## src/rtl/cap_regs_defines.vh

```
// constants for the capability register bank: offsets, field values, widths
// assumes inclusion by bare name from every design file that needs them
`ifndef CAP_REGS_DEFINES_VH
`define CAP_REGS_DEFINES_VH

// byte address width of the processor interface, A[17:1] plus an implied A0
`define ADDR_W 18
`define PIN_ADDR_W 17
`define DATA_W 32
`define HALF_W 16

// register byte offsets
`define CAP_LENGTH_ADDR 18'h00000
`define IF_VERSION_ADDR 18'h00002
`define STRUCT_PARAMS_ADDR 18'h00004
`define CAP_PARAMS_ADDR 18'h00008
// capability space spans from the base up to the operational registers
`define CAP_SPACE_LAST 18'h0001F
// base of the whole register space
`define REG_BASE_ADDR 18'h00000

// word index (byte address over four) of each 32-bit word
`define WORD_IDX_W 3
`define WORD_IDX_LSB 2
`define WORD_IDX_MSB 4
`define WORD_LENGTH_VERSION 3'h0
`define WORD_STRUCT 3'h1
`define WORD_CAPS 3'h2

// address bit that picks the upper half on a 16-bit bus
`define HALF_SEL_BIT 1

// capability length and interface version
`define CAP_LENGTH_W 8
`define CAP_LENGTH_VALUE 8'h20
`define IF_VERSION_VALUE 16'h0100
`define LENGTH_PAD 8'h00

// structural parameters fields, most significant first
`define STRUCT_RSV_HI 8'h00
`define DEBUG_PORT_NUMBER 4'h0
`define STRUCT_RSV_MID 3'h0
`define PORT_INDICATOR 1'h0
`define COMPANION_CONTROLLER_COUNT 4'h0
`define PORTS_PER_COMPANION 4'h0
`define PORT_ROUTING_RULES 1'h0
`define STRUCT_RSV_LO 2'h0
`define PORT_POWER_CONTROL 1'h1
`define DOWNSTREAM_PORT_COUNT 4'h1

// capability parameters fields, most significant first
`define CAPS_RSV_HI 16'h0000
`define EXTENDED_CAPABILITIES_POINTER 8'h00
`define ISOCHRONOUS_SCHEDULING_THRESHOLD 4'h8
`define CAPS_RSV_BIT3 1'h0
`define ASYNC_PARK_CAPABILITY 1'h1
`define PROGRAMMABLE_FRAME_LIST_FLAG 1'h1
`define CAPS_RSV_BIT0 1'h0

`define ZERO_WORD 32'h00000000
`define ZERO_HALF 16'h0000

`endif

```

## src/rtl/pin_sync.v

```verilog
// two flip-flop synchroniser for a group of level inputs from the pins
// assumes each bit is a slow level; a multi-bit group is only coherent once stable
`timescale 1ns/100ps
module pin_sync #(
  parameter WIDTH = 1,
  parameter [WIDTH-1:0] RESET_VALUE = {WIDTH{1'b0}}
) (
  input wire i_clk,
  input wire i_reset,
  input wire [WIDTH-1:0] i_async,
  output wire [WIDTH-1:0] o_sync
);

  reg [WIDTH-1:0] stage1_reg;
  reg [WIDTH-1:0] stage2_reg;

  always @(posedge i_clk or posedge i_reset) begin
    if (i_reset) begin
      stage1_reg <= RESET_VALUE;
      stage2_reg <= RESET_VALUE;
    end else begin
      stage1_reg <= i_async;
      stage2_reg <= stage1_reg;
    end
  end

  assign o_sync = stage2_reg;

endmodule

```

## src/rtl/cap_value_rom.v

```verilog
// constant read values of the capability words, selected by word index
// assumes the caller has already checked that the address is in capability space
`timescale 1ns/100ps
`include "cap_regs_defines.vh"
module cap_value_rom (
  input wire [`WORD_IDX_W-1:0] i_word_index,
  output reg [`DATA_W-1:0] o_word
);

  always @* begin
    case (i_word_index)
      `WORD_LENGTH_VERSION: begin
        // version in the upper half, length in the lowest byte
        o_word = {`IF_VERSION_VALUE, `LENGTH_PAD, `CAP_LENGTH_VALUE};
      end
      `WORD_STRUCT: begin
        o_word = {`STRUCT_RSV_HI,
                  `DEBUG_PORT_NUMBER,
                  `STRUCT_RSV_MID,
                  `PORT_INDICATOR,
                  `COMPANION_CONTROLLER_COUNT,
                  `PORTS_PER_COMPANION,
                  `PORT_ROUTING_RULES,
                  `STRUCT_RSV_LO,
                  `PORT_POWER_CONTROL,
                  `DOWNSTREAM_PORT_COUNT};
      end
      `WORD_CAPS: begin
        o_word = {`CAPS_RSV_HI,
                  `EXTENDED_CAPABILITIES_POINTER,
                  `ISOCHRONOUS_SCHEDULING_THRESHOLD,
                  `CAPS_RSV_BIT3,
                  `ASYNC_PARK_CAPABILITY,
                  `PROGRAMMABLE_FRAME_LIST_FLAG,
                  `CAPS_RSV_BIT0};
      end
      default: begin
        // unused words of capability space read as zero
        o_word = `ZERO_WORD;
      end
    endcase
  end

endmodule

```

## src/rtl/usb_host_capability_registers.v

```verilog
// capability register bank of a usb 2.0 host controller, on the processor pins
// assumes the pins come from another domain, and that another block answers
// every address above capability space and merges its data with ours
//
// Contract
// - The lowest byte of the first word reads as capability length 20h.
// - The interface version halfword reads as the BCD value 0100h.
// - Reserved structural bits 31:24, 19:17 and 6:5 read zero and are written zero.
// - The downstream port count in structural bits 3:0 reads as one port.
// - Structural bit 4 reads one, reporting port power control.
// - The port routing rules bit, structural bit 7, reads zero.
// - Companion controller count 15:12 and ports per companion 11:8 read zero.
// - The debug port number in structural bits 23:20 reads zero.
// - The port indicator bit, structural bit 16, reads zero.
// - Capability parameter bits 31:16, 3 and 0 are reserved, read zero, written zero.
// - The extended capabilities pointer in bits 15:8 reads zero, so no list exists.
// - The isochronous scheduling threshold in bits 7:4 reads as 1000 binary.
// - Capability bit 2 reads one, reporting the asynchronous park capability.
// - Capability bit 1 reads one, allowing a smaller programmed frame list.
`timescale 1ns/100ps
`include "cap_regs_defines.vh"
module usb_host_capability_registers (
  input wire i_clk,
  input wire i_reset,
  input wire i_cs_n,
  input wire i_rd_n,
  input wire i_wr_n,
  input wire [`PIN_ADDR_W-1:0] i_addr,
  input wire i_bus_width_16,
  output reg [`DATA_W-1:0] o_data,
  output reg o_data_oe_n,
  output wire o_cap_select,
  output reg o_read_done,
  output reg o_write_ignored,
  output wire [`ADDR_W-1:0] o_operational_base
);

  // one-hot access states
  localparam [3:0] ST_IDLE = 4'b0001;
  localparam [3:0] ST_READ = 4'b0010;
  localparam [3:0] ST_WRITE = 4'b0100;
  localparam [3:0] ST_RECOVER = 4'b1000;

  // true when a byte address falls inside capability space
  function in_cap_space;
    input [`ADDR_W-1:0] byte_addr;
    begin
      in_cap_space = (byte_addr <= `CAP_SPACE_LAST);
    end
  endfunction

  // word index of a byte address
  function [`WORD_IDX_W-1:0] word_index;
    input [`ADDR_W-1:0] byte_addr;
    begin
      word_index = byte_addr[`WORD_IDX_MSB:`WORD_IDX_LSB];
    end
  endfunction

  // data placed on the pins for a word, narrowed on a 16-bit bus
  function [`DATA_W-1:0] lane_value;
    input [`DATA_W-1:0] word;
    input narrow;
    input upper;
    begin
      if (!narrow) begin
        lane_value = word;
      end else if (upper) begin
        lane_value = {`ZERO_HALF, word[`DATA_W-1:`HALF_W]};
      end else begin
        lane_value = {`ZERO_HALF, word[`HALF_W-1:0]};
      end
    end
  endfunction

  wire cs_n_sync;
  wire rd_n_sync;
  wire wr_n_sync;
  wire [`PIN_ADDR_W-1:0] addr_sync;

  // strobes reset to their idle high level so no access is seen at release
  pin_sync #(
    .WIDTH(3),
    .RESET_VALUE(3'h7)
  ) strobe_sync (
    .i_clk(i_clk),
    .i_reset(i_reset),
    .i_async({i_cs_n, i_rd_n, i_wr_n}),
    .o_sync({cs_n_sync, rd_n_sync, wr_n_sync})
  );

  // the address settles before the strobes, so it is stable when sampled
  pin_sync #(
    .WIDTH(`PIN_ADDR_W),
    .RESET_VALUE(17'h00000)
  ) address_sync (
    .i_clk(i_clk),
    .i_reset(i_reset),
    .i_async(i_addr),
    .o_sync(addr_sync)
  );

  wire [`ADDR_W-1:0] byte_addr;
  wire addr_hit;
  wire read_request;
  wire write_request;

  assign byte_addr = {addr_sync, 1'b0};
  assign addr_hit = in_cap_space(byte_addr);
  assign read_request = !cs_n_sync && !rd_n_sync && addr_hit;
  assign write_request = !cs_n_sync && !wr_n_sync && addr_hit;

  reg [3:0] state_reg;
  reg [3:0] state_next;
  reg [`ADDR_W-1:0] latched_addr_reg;
  reg [`ADDR_W-1:0] latched_addr_next;
  reg [`DATA_W-1:0] data_next;
  reg oe_n_next;
  reg read_done_next;
  reg write_ignored_next;

  wire [`DATA_W-1:0] rom_word;

  cap_value_rom value_rom (
    .i_word_index(word_index(latched_addr_next)),
    .o_word(rom_word)
  );

  // the operational registers start at base plus the constant length
  assign o_operational_base = `REG_BASE_ADDR + {{(`ADDR_W-`CAP_LENGTH_W){1'b0}},
                              `CAP_LENGTH_VALUE};

  // tells the merging logic that this bank owns the current access
  assign o_cap_select = (state_reg == ST_READ) || (state_reg == ST_WRITE);

  always @* begin
    state_next = state_reg;
    latched_addr_next = latched_addr_reg;
    data_next = o_data;
    oe_n_next = o_data_oe_n;
    read_done_next = 1'b0;
    write_ignored_next = 1'b0;
    case (state_state_sel(state_reg))
      ST_IDLE: begin
        oe_n_next = 1'b1;
        if (read_request) begin
          latched_addr_next = byte_addr;
          state_next = ST_READ;
        end else if (write_request) begin
          state_next = ST_WRITE;
        end
      end
      ST_READ: begin
        // data is held constant for the whole strobe; words never change
        data_next = lane_value(rom_word, i_bus_width_16,
                               latched_addr_reg[`HALF_SEL_BIT]);
        oe_n_next = 1'b0;
        if (cs_n_sync || rd_n_sync) begin
          oe_n_next = 1'b1;
          read_done_next = 1'b1;
          state_next = ST_RECOVER;
        end
      end
      ST_WRITE: begin
        // written data is dropped; nothing here holds state a write could change
        if (cs_n_sync || wr_n_sync) begin
          write_ignored_next = 1'b1;
          state_next = ST_RECOVER;
        end
      end
      ST_RECOVER: begin
        // one idle cycle so the bus is released before the next access
        oe_n_next = 1'b1;
        state_next = ST_IDLE;
      end
      default: begin
        oe_n_next = 1'b1;
        state_next = ST_IDLE;
      end
    endcase
  end

  // identity mapping kept as a function so the case stays on the state itself
  function [3:0] state_state_sel;
    input [3:0] s;
    begin
      state_state_sel = s;
    end
  endfunction

  always @(posedge i_clk or posedge i_reset) begin
    if (i_reset) begin
      state_reg <= ST_IDLE;
      latched_addr_reg <= `REG_BASE_ADDR;
      o_data <= `ZERO_WORD;
      o_data_oe_n <= 1'b1;
      o_read_done <= 1'b0;
      o_write_ignored <= 1'b0;
    end else begin
      state_reg <= state_next;
      latched_addr_reg <= latched_addr_next;
      o_data <= data_next;
      o_data_oe_n <= oe_n_next;
      o_read_done <= read_done_next;
      o_write_ignored <= write_ignored_next;
    end
  end

endmodule

```

## config.mk

```make
export PLATFORM = sky130hd
export DESIGN_NAME = usb_host_capability_registers
export DESIGN_NICKNAME = d
export VERILOG_FILES = /design/src/rtl/pin_sync.v /design/src/rtl/cap_value_rom.v /design/src/rtl/usb_host_capability_registers.v
export VERILOG_INCLUDE_DIRS = /design/src /design/src/rtl
export SDC_FILE = /design/constraint.sdc
export NUM_CORES = 1
export LEC_CHECK = 0
export ABC_AREA = 0
export BUFFER_PORTS_ARGS = -buffer_cell sky130_fd_sc_hd__buf_4
export CAP_MARGIN = 20
export CORE_MARGIN = 2
export CORE_UTILIZATION = 49
export DETAILED_ROUTE_END_ITERATION = 16
export PLACE_DENSITY = 0.75
export SLEW_MARGIN = 40
export SYNTH_ARGS = -nofsm -noshare
export SYNTH_HDL_FRONTEND = slang
export SYNTH_HIERARCHICAL = 1
export SYNTH_SLANG_ARGS = --single-unit
```

## constraint.sdc

```tcl
create_clock -name i_clk -period 2.3 [get_ports i_clk]
set_input_delay 0.115 -clock i_clk [delete_from_list [all_inputs] [get_ports i_clk]]
set_output_delay 0.115 -clock i_clk [all_outputs]
set_load 0.01 [all_outputs]
```

Word level (Yosys, flattened, before mapping)
Index checks and enable logic that the tools add are counted.

word-level totals
  register bits = 83
  input bits = 23
  output and inout port bits = 54
  word-level logic and storage cells = 48

cells by class
  magnitude comparators = 1
  equality and inequality tests = 8
  mux-type cells = 15
  reductions and logical operators = 13

operator list
  cell                                                                                number
  25-bit case mux with 3 select lines                                                 1
  32-bit two-way mux                                                                  1
  18-bit by 5-bit less-or-equal comparator with 1-bit output (second input constant)  1
  16-bit two-way mux                                                                  1
  4-bit two-way mux                                                                   4
  4-bit case mux with 3 select lines                                                  1
  5-bit two-way mux                                                                   2
  4-bit by 1-bit equality test with 1-bit output (second input constant)              1
  4-bit by 2-bit equality test with 1-bit output (second input constant)              1
  4-bit by 3-bit equality test with 1-bit output (second input constant)              1
  1-bit logical AND                                                                   4
  1-bit two-way mux                                                                   4
  2-bit by 1-bit != test with 1-bit output (second input constant)                    2
  3-bit by 1-bit equality test with 1-bit output (second input constant)              1
  3-bit by 2-bit equality test with 1-bit output (second input constant)              1
  1-bit logical NOT                                                                   3
  3-bit logical NOT                                                                   1
  1-bit logical OR                                                                    3
  3-bit != test (second input constant)                                               1
  3-bit AND reduction                                                                 1
  1-bit case mux with 2 select lines                                                  1
  2-bit AND reduction                                                                 1

Longest topological paths before layout
  depth in word-level cells = 9
  gate-level depth with buffers = 8
  gate-level depth less buffers = 7

Modules after synthesis
Netlist, hierarchy kept.

by module, submodules not included
  module                         instances  cells each  area each (µm²)  sequential area each (µm²)
  usb_host_capability_registers  1          204         2054.5           1078.5
  pin_sync (address_sync)        1          35          854.6            850.8
  cap_value_rom                  1          33          241.5            0.0
  pin_sync (strobe_sync)         1          7           161.4            157.7

Least setup slack after synthesis
Ideal clock, no wire load.

  path type = reg-to-reg
  start point = register state_reg[0]
  end point = register o_data[2]
  setup time = 0.083 ns
  arrival = 2.279 ns
  setup slack = -0.061 ns
  stages on the path, launching flop included = 8
  clock period less this slack = 2.361 ns
  cell sequence = dfstp_2 -> or4b_4 -> nor4_4 -> mux2_2 -> nor3b_1 -> buf_4 -> mux2i_1 -> o21ai_0

between the ends
  word-level cells in the longest chain between the ends = 6

ends and longest elaborated chain
  item                                                                    RTL line                             RTL
  start, declared                                                         usb_host_capability_registers.v:113  reg [3:0] state_reg;
  start signal, assigned                                                  usb_host_capability_registers.v:200  state_reg <= state_next;
  4-bit by 1-bit equality test with 1-bit output (*)                      usb_host_capability_registers.v:143  case (state_state_sel(state_reg))
  5-bit two-way mux (*)                                                   usb_host_capability_registers.v:143
  named net latched_addr_next[4]                                          usb_host_capability_registers.v:116  reg [`ADDR_W-1:0] latched_addr_next;
  3-bit by 2-bit equality test with 1-bit output (tied with other cells)  cap_value_rom.v:11                   case (i_word_index)
  25-bit case mux with 3 select lines (*)                                 cap_value_rom.v:11
  named net rom_word[2]                                                   usb_host_capability_registers.v:122  wire [`DATA_W-1:0] rom_word;
  16-bit two-way mux                                                      usb_host_capability_registers.v:68   end else if (upper) begin
  32-bit two-way mux (*)                                                  usb_host_capability_registers.v:66   if (!narrow) begin
  end signal, assigned                                                    usb_host_capability_registers.v:195  o_data <= `ZERO_WORD;
  end signal, assigned                                                    usb_host_capability_registers.v:202  o_data <= data_next;
  end, declared                                                           usb_host_capability_registers.v:30   output reg [`DATA_W-1:0] o_data,

The timed path passes the listed nets; every way through them passes the cells marked *.
A chain may end at the register's enable or synchronous reset.

Worst setup path in the final report
  start point = register address_sync.stage2_reg[4], in the netlist address_sync/o_sync[4]
  end point = register o_data[4]

between the ends
  word-level cells in the longest chain between the ends = 8

ends and longest elaborated chain
  item                                                                             RTL line                             RTL
  start, declared                                                                  pin_sync.v:15                        reg [WIDTH-1:0] stage2_reg;
  start signal, assigned                                                           pin_sync.v:23                        stage2_reg <= stage1_reg;
  18-bit by 5-bit less-or-equal comparator with 1-bit output (no source line) (*)  --
  1-bit logical AND (*)                                                            usb_host_capability_registers.v:110  assign read_request = !cs_n_sync && !rd_n_sync && addr_hit;
  5-bit two-way mux (*)                                                            usb_host_capability_registers.v:146  if (read_request) begin
  5-bit two-way mux (*)                                                            usb_host_capability_registers.v:143
  named net latched_addr_next[4]                                                   usb_host_capability_registers.v:116
  3-bit by 2-bit equality test with 1-bit output (tied with other cells)           cap_value_rom.v:11
  25-bit case mux with 3 select lines (*)                                          cap_value_rom.v:11
  16-bit two-way mux                                                               usb_host_capability_registers.v:68
  32-bit two-way mux (*)                                                           usb_host_capability_registers.v:66

Marks and branches as above.

==> results.toml <==
[route]
totalWireLength_um = 5490
vias = 2018
remaining_drc_errors = 0
avgRoutedWirePerCell_um = 12.3
final_antenna_net_count = 0
dr.pass1.iters = 4
viasPerCell = 4.52
drt_first_iter_violations = 74

[global_routing]
grt_overflow = 0
grt_max_degree = 44
grt_pass1_vias = 2004
antenna_found_initial = 0
grt_use_total_pct = 16.2
grt_pass1_wl_um = 9140

[timing]
slew_viol_final = 0
worstMarginPinSlew_ns = 0.622
skew_ns = 0.00825
fin_crit_sh_pct = 99.5
fmax_mhz = 437
min_period_ns = 2.29
whs_ns = 0.163
setup_viol = 0
maxSlewHeadroom_pct = 58.5
setup_slack_ns = 0.0117
hold_viol = 0
rsz0062_at_grt = "yes"

[finish]
final_nets = 387
filler_cell_count = 501
fin_area_um2 = 4140
areaGrowthSynthToFinish_pct = 25.1
antenna_cells = 0
drive_gt1_share_pct = 29.3
utilization_pct = 64.1
largest_register_ffs = 32

[floorplanning]
die_area_um2 = 7430
die_y_um = 86.2
die_x_um = 86.2
rows = 29
io_pins = 77
design.core.area_um2 = 6460
start_util_pct = 51.3

[worst_setup_path]
crit_chain = "nor4_4 -> nand4_1 -> nor4_4 -> buf_4 -> mux2_4 -> nor3b_2 -> mux2i_1 -> o21ai_0"
crit_path_start_kind = "flip-flop"
crit_family = "simple AND/OR/NAND/NOR gates"
crit_arrival_ns = 2.55
cp_slowest_cell = "dfrtp_1"
crit_required_ns = 2.57
critPathMaxStageDelay_ns = 0.41
cp_common_cell = "nor4_4"
crit_type = "flip-flop to flip-flop"
cp_max_fo = 4
path_buf_inv = 1
endpoint_kind = "flip-flop"

[logic_synthesis]
netlist_area_um2 = 3310
async_flop_share_pct = 100
synth_ff_type = "dfrtp_1"
yosys.cell_types.count = 26
synth_warnings = 6
yosys-top-cells-area = "dfrtp_1, buf_4, dfstp_2, o21ai_0, mux2i_1"
yosysMostFrequentCell = "dfrtp_1"
yosysTopAreaCellShare_pct = 56.7
synth_seq_cells = 83
ys_seq_area_share_pct = 63.0
synth_edf_count = 0
synth.avg_cell_area_um2 = 11.9
synth_common_cells = "dfrtp_1, buf_4, nand2_1, o21ai_0, nand2b_1"
syn-instance-count = 279
synth_top_area_cell = "dfrtp_1"

[clock_tree]
clkSinkCount = 83
clkLatencyLatePin_ns = 0.35
root_buffer = "clkbuf_8"
h-tree-depth = 3
clockBufferDepth = 2
numCtsBuffers = 9
path_clk_slew_ns = 0.09
cts_tree = "done"

[power_and_ir_drop]
power.density_nw_per_um2 = 629
leakagePower_nw = 2.09
irDropWorstVdd_mv = 0.421

[place]
dpl.hpwl_um = 3520
globalplace.congestion = 0.759
dp_worst_setup_slack_ns = -0.170
port_buffers = 58
placed_area_um2 = 3700

[flow_run]
cap_violations = 0

[hold_path]
min_path_type = "primary input to flip-flop"

[status]
outcome = "completed"
[logic make-up after synthesis]
group,synth area share [%]
DFF,63.0
and+or+nand+nor,11.6
buffers and inverters,12.2
AOI/OAI and AO/OA,6.61
muxes,6.20
other,0.340
[power by group]
part / switching [mW] / internal, mW / total [mW]
registers: 0.0158 / 1.50 / 1.51
logic: 0.0736 / 0.0629 / 0.137
clock network: 0.543 / 0.412 / 0.955
total: 0.632 / 1.97 / 2.60
[worst paths after layout]
check / start / end / slack (ns) / cells after the start
setup / recovery: address_sync/o_sync[4] / o_data[4] / 0.01 / 8
hold / removal: i_bus_width_16 / o_data[24] / 0.16 / 3
setup reg to reg: address_sync/o_sync[4] / o_data[4] / 0.01 / 8
hold reg to reg: strobe_sync/stage1_reg[0] / strobe_sync/o_sync[0] / 0.35 / 0
max in group asynchronous: i_reset / address_sync/o_sync[4] / 1.37 / 4
min in group asynchronous: i_reset / latched_addr_reg[3] / 0.42 / 3
[repair_timing]
item                                    CTS  global route
endpoints found under the hold margin    94             0
hold buffers                             21             0
resized for setup                        12             2
pin swaps                                 3             5
setup buffers                             1             0
endpoints found under the setup margin    8             8
gates cloned                              0             0
[layout by cell type, fill, tap and decap left out, types with 3 or more instances in the layout]
| cell type | netlist | routed |
|---|---|---|
| clkinv_4 | 0 | 4 |
| dfrtp_1 | 75 | 75 |
| nand2_1 | 34 | 34 |
| conb_1 | 3 | 43 |
| buf_4 | 47 | 68 |
| clkbuf_8 | 0 | 9 |
| nand2b_1 | 18 | 18 |
| dfstp_2 | 8 | 8 |
| mux2_4 | 0 | 3 |
| dlygate4sd3_1 | 0 | 21 |
| o21ai_0 | 33 | 27 |
| nor3_1 | 4 | 3 |
| mux2i_1 | 16 | 16 |
| o21ai_1 | 0 | 6 |
| nor2_1 | 8 | 8 |
[routing by layer]
metal | part of all wire, % | up-vias | GRT usage [%]
met5 | 0 | - | 0
met2 | 46 | 70 | 25.4
met4 | 4.1 | 0 | 10.8
met3 | 5.2 | 19 | 3.71
li1 | - | 1004 | -
met1 | 44 | 925 | 20.3
[final cells by class]
class	count	area [um^2]	area share [%]
Sequential cell	83	2090	50.4
Clock buffer	9	124	2.99
Multi-Input combinational cell	177	1020	24.6
Clock inverter	7	62.6	1.51
Timing Repair Buffer	90	741	17.9
Tap cell	77	96.3	2.33
Inverter	3	13.8	0.332
[metrics by stage]
stage          instances  setup TNS, ns  power, mW
3_3_place_gp         408         -0.500       1.64
5_1_grt              446         -0.522       2.73
6_report             446              0       2.60
4_1_cts              446        -0.0952       2.62
2_1_floorplan        319              0       1.65
3_5_place_dp         408         -0.901       1.64
[tightest hold or removal path, cell delays in order]
cell and delay [ns]:
buf_4 0.17, nand2b_1 0.13, o21ai_1 0.05
(Power assumes the default switching activity.)
